### src/rtl/pnp_pkg.sv
package pnp_pkg;
   // management address and width of the captured partner word
   localparam int         ADDR_W              = 5;
   localparam int         WORD_W              = 16;
   localparam logic [4:0] PARTNER_NP_OFFSET   = 5'h08;
   localparam logic [15:0] PARTNER_NP_RESET   = 16'h0000;
   // field positions inside the captured word
   localparam int         NEXT_PAGE_BIT       = 15;
   localparam int         ACK_BIT             = 14;
   localparam int         MSG_PAGE_BIT        = 13;
   localparam int         ACK2_BIT            = 12;
   localparam int         TOGGLE_BIT          = 11;
   localparam int         CODE_MSB            = 10;
   localparam int         CODE_LSB            = 0;
   localparam logic [15:0] UNMAPPED_READ      = 16'h0000;
endpackage

### src/rtl/pnp_partner_next_page.sv
// Contract
// RQ1: bit 15 holds partner next-page flag
// RQ2: bit 14 holds partner acknowledge flag
// RQ3: bit 13 marks message versus unformatted page
// RQ4: bit 12 holds partner comply flag
// RQ5: bit 11 holds captured toggle bit
// RQ6: bits 10-0 hold the page code
// RQ7: word at offset 0x8, reset zero
// RQ8: read-only, updates only on new page
`timescale 1ns/1ps
`default_nettype none
module pnp_partner_next_page (
   input  wire logic                        clk,
   input  wire logic                        rst_n,
   // capture side from the arbitration logic, same clock
   input  wire logic                        page_rx_valid,
   input  wire logic                        rx_next_page,
   input  wire logic                        rx_ack,
   input  wire logic                        rx_msg_page,
   input  wire logic                        rx_ack2,
   input  wire logic                        rx_toggle,
   input  wire logic [10:0]                 rx_code,
   // management side
   input  wire logic                        mgmt_rd,
   input  wire logic                        mgmt_wr,
   input  wire logic [pnp_pkg::ADDR_W-1:0]  mgmt_addr,
   input  wire logic [pnp_pkg::WORD_W-1:0]  mgmt_wdata,
   output logic      [pnp_pkg::WORD_W-1:0]  mgmt_rdata,
   output logic                             mgmt_rvalid
);
   import pnp_pkg::*;

   // width of the page code field, taken from its bit positions
   localparam int CODE_W = CODE_MSB - CODE_LSB + 1;

   // one register per field of the captured partner page
   logic              next_page_ff;
   logic              nxt_next_page;
   logic              ack_ff;
   logic              nxt_ack;
   logic              msg_page_ff;
   logic              nxt_msg_page;
   logic              ack2_ff;
   logic              nxt_ack2;
   logic              toggle_ff;
   logic              nxt_toggle;
   logic [CODE_W-1:0] code_ff;
   logic [CODE_W-1:0] nxt_code;

   // a fresh page from the arbitration logic
   logic              capture;

   // the field registers put back together in register order
   logic [WORD_W-1:0] word_view;

   // management read path
   logic              hit_word;
   logic              rd_hit;
   logic              rd_miss;
   logic [WORD_W-1:0] nxt_rdata;
   logic [WORD_W-1:0] rdata_ff;
   logic              nxt_rvalid;
   logic              rvalid_ff;

   // write side, accepted on the bus but never stored
   logic              wr_seen;
   logic              unused_wr;

   // every field is taken on the same strobe; updating fields one by one
   // could leave software reading a mix of two different pages
   assign capture = page_rx_valid;  // see RQ8

   // next-page flag: one means the partner has further pages queued
   assign nxt_next_page = capture ? rx_next_page : next_page_ff;  // see RQ1

   // acknowledge: one means the partner saw our local code word
   assign nxt_ack = capture ? rx_ack : ack_ff;  // see RQ2

   // page type: one for a message page, zero for an unformatted page
   assign nxt_msg_page = capture ? rx_msg_page : msg_page_ff;  // see RQ3

   // second acknowledge: one means the partner will comply
   assign nxt_ack2 = capture ? rx_ack2 : ack2_ff;  // see RQ4

   // toggle arrives already inverted from the arbiter, so it is stored as is;
   // inverting here again would break next-page synchronisation
   assign nxt_toggle = capture ? rx_toggle : toggle_ff;  // see RQ5

   // page code: message code or unformatted content, decided by software
   assign nxt_code = capture ? rx_code : code_ff;  // see RQ6

   // next-page flag register, cleared on reset
   always_ff @(posedge clk) begin
      if (!rst_n) begin
         next_page_ff <= PARTNER_NP_RESET[NEXT_PAGE_BIT];  // see RQ7
      end else begin
         next_page_ff <= nxt_next_page;
      end
   end

   // acknowledge register, cleared on reset
   always_ff @(posedge clk) begin
      if (!rst_n) begin
         ack_ff <= PARTNER_NP_RESET[ACK_BIT];  // see RQ7
      end else begin
         ack_ff <= nxt_ack;
      end
   end

   // page type register, cleared on reset
   always_ff @(posedge clk) begin
      if (!rst_n) begin
         msg_page_ff <= PARTNER_NP_RESET[MSG_PAGE_BIT];  // see RQ7
      end else begin
         msg_page_ff <= nxt_msg_page;
      end
   end

   // second acknowledge register, cleared on reset
   always_ff @(posedge clk) begin
      if (!rst_n) begin
         ack2_ff <= PARTNER_NP_RESET[ACK2_BIT];  // see RQ7
      end else begin
         ack2_ff <= nxt_ack2;
      end
   end

   // toggle register, cleared on reset
   always_ff @(posedge clk) begin
      if (!rst_n) begin
         toggle_ff <= PARTNER_NP_RESET[TOGGLE_BIT];  // see RQ7
      end else begin
         toggle_ff <= nxt_toggle;
      end
   end

   // page code register, cleared on reset
   always_ff @(posedge clk) begin
      if (!rst_n) begin
         code_ff <= PARTNER_NP_RESET[CODE_MSB:CODE_LSB];  // see RQ7
      end else begin
         code_ff <= nxt_code;
      end
   end

   // fields placed at their positions in the readable word
   assign word_view[NEXT_PAGE_BIT]     = next_page_ff;  // see RQ1
   assign word_view[ACK_BIT]           = ack_ff;        // see RQ2
   assign word_view[MSG_PAGE_BIT]      = msg_page_ff;   // see RQ3
   assign word_view[ACK2_BIT]          = ack2_ff;       // see RQ4
   assign word_view[TOGGLE_BIT]        = toggle_ff;     // see RQ5
   assign word_view[CODE_MSB:CODE_LSB] = code_ff;       // see RQ6

   // address decode for the single register of this block
   assign hit_word = (mgmt_addr == PARTNER_NP_OFFSET);  // see RQ7
   assign rd_hit   = mgmt_rd & hit_word;
   assign rd_miss  = mgmt_rd & ~hit_word;

   // read data selection; the word comes from the registers, so a read and
   // a capture in the same cycle return the old page, never a torn one;
   // unmapped reads return zero so software sees no stale data
   assign nxt_rdata = rd_hit  ? word_view :
                      rd_miss ? UNMAPPED_READ :
                                rdata_ff;

   // every read strobe is answered exactly once
   assign nxt_rvalid = mgmt_rd;

   // read data register, holds until the next read
   always_ff @(posedge clk) begin
      if (!rst_n) begin
         rdata_ff <= UNMAPPED_READ;
      end else begin
         rdata_ff <= nxt_rdata;
      end
   end

   // read answer strobe, one cycle after the request
   always_ff @(posedge clk) begin
      if (!rst_n) begin
         rvalid_ff <= 1'b0;
      end else begin
         rvalid_ff <= nxt_rvalid;
      end
   end

   // outputs straight from their registers
   assign mgmt_rdata  = rdata_ff;
   assign mgmt_rvalid = rvalid_ff;

   // the write port exists only for bus symmetry; the word is read-only,
   // so its strobe and data are folded into an unused net and dropped
   assign wr_seen   = mgmt_wr;                  // see RQ8
   assign unused_wr = wr_seen ^ (^mgmt_wdata);  // limitation: no error flag for refused writes
endmodule
`default_nettype wire

### config.mk
export PLATFORM = sky130hd
export DESIGN_NAME = pnp_partner_next_page
export DESIGN_NICKNAME = d
export VERILOG_FILES = /design/src/rtl/pnp_pkg.sv /design/src/rtl/pnp_partner_next_page.sv
export SDC_FILE = /design/constraint.sdc
export NUM_CORES = 1
export LEC_CHECK = 0
export BUFFER_PORTS_ARGS = -buffer_cell sky130_fd_sc_hd__buf_2
export CAP_MARGIN = 20
export CORE_ASPECT_RATIO = 2
export CORE_MARGIN = 4
export CORE_UTILIZATION = 47
export CTS_BUF_LIST = sky130_fd_sc_hd__clkbuf_4 sky130_fd_sc_hd__clkbuf_8 sky130_fd_sc_hd__clkbuf_16
export CTS_CLUSTER_SIZE = 20
export DETAILED_ROUTE_END_ITERATION = 8
export PLACE_DENSITY = 0.79
export SLEW_MARGIN = 25
export SYNTH_ARGS = -nofsm -noshare
export SYNTH_HDL_FRONTEND = slang
export SYNTH_SLANG_ARGS = --single-unit
export TNS_END_PERCENT = 100
### constraint.sdc
create_clock -name clk -period 0.9 [get_ports clk]
set_input_delay 0.045 -clock clk [delete_from_list [all_inputs] [get_ports clk]]
set_output_delay 0.045 -clock clk [all_outputs]
set_load 0.005 [all_outputs]
# --- Yosys cells after proc, flatten, opt, wreduce, memory -nomap -nowiden ---
# Cells that the tools add are included.
word_totals:
  inputBits: 42
  register_bits: 33
  elab_cells: 15
  out_inout_bits: 17
op_classes:
  mux: 2
  n_bitwise: 3
  n_reduce_logical: 1
  n_eq_ne: 1
ops:
  columns: ["operator", "n"]
  rows:
  - ["16-bit 2-to-1 mux", 2]
  - ["5-bit by 4-bit == test with 1-bit output, second input constant", 1]
  - ["1-bit AND", 2]
  - ["2-bit nonzero test", 1]
  - ["1-bit NOT", 1]

# --- Depth between registers and ports, before layout ---
logic_depth:
  word_depth: 5
  mapped_depth: 4
  ltp_nobuf: 2

# --- Least setup slack after synthesis ---
# Ideal clock, no wire load.
synth_path:
  path_type: "input to register"
  start: "input mgmt_addr[1] in the netlist's numbering"
  end: "register rdata_ff[11] (netlist: mgmt_rdata[11])"
  setup_time_ns: 0.089
  path_slack_ns: 0.053
  path_stages: 4
  path_buffers: 2
  arrival_time_ns: 0.757
  t_required_ns: 0.811
  cell_sequence: "or2_1 -> buf_6 -> buf_12 -> o32ai_4"
synth_via:
  elab_chain_cells: 4
  word_cells_on_any_way: 6
  cone_classes: "1 x eq/ne; 1 x mux; 3 x bitwise; 1 x reduce/logical"
synth_rtl:
  columns: ["element", "line", "rtl"]
  rows:
  - ["start, declared", "pnp_partner_next_page.sv:26", "input wire logic [pnp_pkg::ADDR_W-1:0] mgmt_addr,"]
  - ["5-bit by 4-bit == test with 1-bit output *", "pnp_partner_next_page.sv:155", "assign hit_word = (mgmt_addr == PARTNER_NP_OFFSET);"]
  - ["1-bit NOT", "pnp_partner_next_page.sv:157", "assign rd_miss = mgmt_rd & ~hit_word;"]
  - ["1-bit AND", "pnp_partner_next_page.sv:157", null]
  - ["2-bit nonzero test (no source line)", null, null]
  - ["end signal, assigned", "pnp_partner_next_page.sv:174", "rdata_ff <= nxt_rdata;"]
  - ["end, declared", "pnp_partner_next_page.sv:61", "logic [WORD_W-1:0] rdata_ff;"]
# Every way passes the cells marked *; elsewhere a longest branch is shown, timed or not.
# A chain may end at the register's enable or synchronous reset.

# --- Worst setup path after layout ---
layout_path:
  start: "register rdata_ff[5] (netlist: mgmt_rdata[5])"
  end: "output mgmt_rdata[5] in the netlist's numbering"
layout_lines:
  columns: ["element", "line", "rtl"]
  rows:
  - ["end, declared", "pnp_partner_next_page.sv:28", "output logic [pnp_pkg::WORD_W-1:0] mgmt_rdata,"]
# No word-level cell between the ends.

==> key figures <==
Synth
  • Largest family of logic cells by synthesized area: simple AND/OR/NAND/NOR gates
  • Post-Synth XOR/XNOR Area: 0%
  • Post-Synth Adder-Cell Area: 0%
  • Post-synthesis compound-gate area fraction: 15.28%
  • Post-Synthesis Cells: 129
  • Synth top cells by count: dfxtp_1 (33), mux2i_1 (16), nand2_1 (16), nor2b_1 (16)
  • Post-synthesis mux area share: 11.31%
  • #FFs+latches synth: 33
  • Syn Area/Cell: 10.98 µm²
  • Synth async-reset ratio: 0%
  • Top cells by area, synth: dfxtp_1 (47%), mux2i_1 (11%), nor2b_1 (7.1%)
  • Biggest area consumer among synthesized cells: dfxtp_1
  • Simple-gate share of the synthesized area: 17.67%
  • Yosys top cell area share: 46.64%
  • Synth warn: 0
  • Register area share after synthesis: between 40% and 50%
  • Mapped cell area: approximately 0.0014 mm²
  • Netlist cell types: 19
  • Post-Syn Nets: about 170
  • Most common cell in the netlist: dfxtp_1
  • Post-synth EDFFs: 0
  • Main flop type after synthesis: dfxtp_1

Final layout
  • N_diodes: 0
  • Layout cells sized above 1: 38.51%
  • Fin nets: 215
  • Core Util, Final: 60.42%
  • Area added between synthesis and finish: 25.53%

Critical path
  • Reg-to-reg endpoint: mgmt_rdata[4]
  • CP max FO: 2
  • Reg2reg start: code_ff[4]
  • Crit-path cells: buf_2
  • Kind of critical path: flop to primary output
  • CP delay by family, top: flip-flops
  • Worst reg2reg path depth: 2
  • Worst path max stage delay: 350 ps
  • Crit path buf inv count: 1
  • CP Launch Type: flop
  • CP max stage cell: dfxtp_1
  • Arrival @ worst endpoint: between 700 and 800 ps
  • Critical path required time: around 850 ps
  • R2R Setup Slk: 170 ps
  • Crit end category: primary output

Floorplanning
  • Core region area: between 0.002 and 0.003 mm²
  • Area of the die: 0.004009 mm²
  • Standard-cell rows: 28
  • IO Pins: between 50 and 60
  • Die H: 85.64 µm
  • Initial core utilization: around half
  • Die width: roughly 47 µm

CTS
  • Hold buffers post-CTS: 0
  • Clock sink count: 33
  • Post-cts sizing count: 0
  • Setup bufs post-CTS: 0
  • Clock-pin slew on the worst setup and hold paths: 70 ps
  • Clk_lat worst skew: roughly 280 ps
  • Clock Path Buffers: 2
  • Root Buffer: clkbuf_8
  • CTS Buf Count: 5
  • TritonCTS clock tree: yes
  • H-tree depth: 2

Power
  • Power per cell area: 1850 mW/mm²
  • Worst VDD drop: 1344 µV
  • Design Power: 3.289 mW
  • Pleak: 0.7536 nW

Timing
  • Setup violators final: 0
  • Max Clock Freq: 1250 MHz
  • Fin crit period: 800.1 ps
  • Rel. slew slack: 71.75%
  • Final period util: around 89%
  • Final Max Slew Viols: 0
  • Setup_tns: 0 ps
  • Clk_skew: 7.002 ps
  • RSZ-0062 raised after global routing: false
  • Final hold vios: 0
  • Worst-Margin Slew: 423.7 ps
  • Final WS setup: 99.92 ps

Min path
  • Worst hold endpoint: ack_ff
  • Hold/Removal Path Class: input pin to flop
  • WHS Path Cells: 3
  • HP Start: rx_ack

Drt
  • First DRT Iteration DRCs: 6
  • DR WL/cell: ~14 µm
  • Detail Route Antenna Nets: 0
  • Via density: 5.069
  • Drc violations: 0
  • First drt pass iteration count: 4
  • Via count: 1034
  • Final WL: 2.874 mm

GRT
  • Vias in the first global route: 1073
  • Initial antenna violation count: 0
  • First-pass GRT wire length: 4.830 mm
  • Largest net degree at the start of global routing: 23
  • GR Util All Layers: 16.50%
  • Total gr overflow: 0

Placed design
  • HPWL Detailed: 2.159 mm
  • PortBufs: 41
  • Setup WS pre-CTS: -30.49 ps
  • Gp weighted congestion: slightly above 0.7

Run
  • Max-cap violations: 0

Run status
  • Status: completed
where the power goes:
group,total [mW],switching [mW],internal (mW)
combinational,0.287,0.139,0.148
sequential,1.53,0.0226,1.51
clock,1.47,0.573,0.900
total,3.29,0.734,2.55
cells in the final DEF, fill, tap and decap left out, drive strengths merged, types with 6 or more instances in the layout:
master | netlist | final
clkbuf | 4 | 6
nor2b | 16 | 16
o32ai | 8 | 8
dfxtp | 33 | 33
o31ai | 8 | 8
mux2i | 16 | 16
buf | 8 | 49
inv | 8 | 8
nand3b | 8 | 8
nand2 | 16 | 16
per-layer routing:
layer | GRT usage [%] | part of all wire, %
met1 | 19.26 | 41
met2 | 26.02 | 51
met4 | 10.08 | 2.9
met5 | 0 | 0
met3 | 3.571 | 5.7
state kept, by name, summed over array words and instances, names as in the netlist:
name / count
ack2_ff: 1
ack_ff: 1
code_ff: 11
mgmt_rdata: 16
mgmt_rvalid: 1
msg_page_ff: 1
next_page_ff: 1
toggle_ff: 1
logic make-up after synthesis:
group	count (synthesis)
and+or+nand+nor	44
buffers and inverters	20
DFF	33
AOI/OAI and AO/OA	16
muxes	16
through the flow:
stage	std cells	cell area, µm²	hold WS, ps
finish	204	1778	19.69
global route	204	1778	32.81
CTS	204	1778	17.69
detailed placement	196	1658	316.2
global placement	196	1658	305.5
floorplan	129	1416	201.4
worst max-delay path by stage:
| stage | startpoint | end | slack, ps | cells past startpoint |
|---|---|---|---|---|
| after floorplan | mgmt_addr[1] | mgmt_rdata[11] | 50 | 4 |
| after CTS | mgmt_rdata[2] | mgmt_rdata[2] | 90 | 1 |
| after detailed placement | mgmt_addr[2] | mgmt_rdata[6] | -30 | 4 |
| after global routing | mgmt_rdata[9] | mgmt_rdata[9] | 70 | 1 |
| final | mgmt_rdata[5] | mgmt_rdata[5] | 100 | 1 |
| after global placement | mgmt_addr[2] | mgmt_rdata[4] | -20 | 4 |
cell type report:
type	instances	area (µm²)
Clock buffer	6	82.58
Clock inverter	2	37.54
Fill cell	272	1165
Inverter	8	30.03
Multi-Input combinational cell	76	626.9
Sequential cell	33	660.6
Tap cell	30	37.54
Timing Repair Buffer	49	302.8
Note: power is estimated with default switching activity, not from simulation.
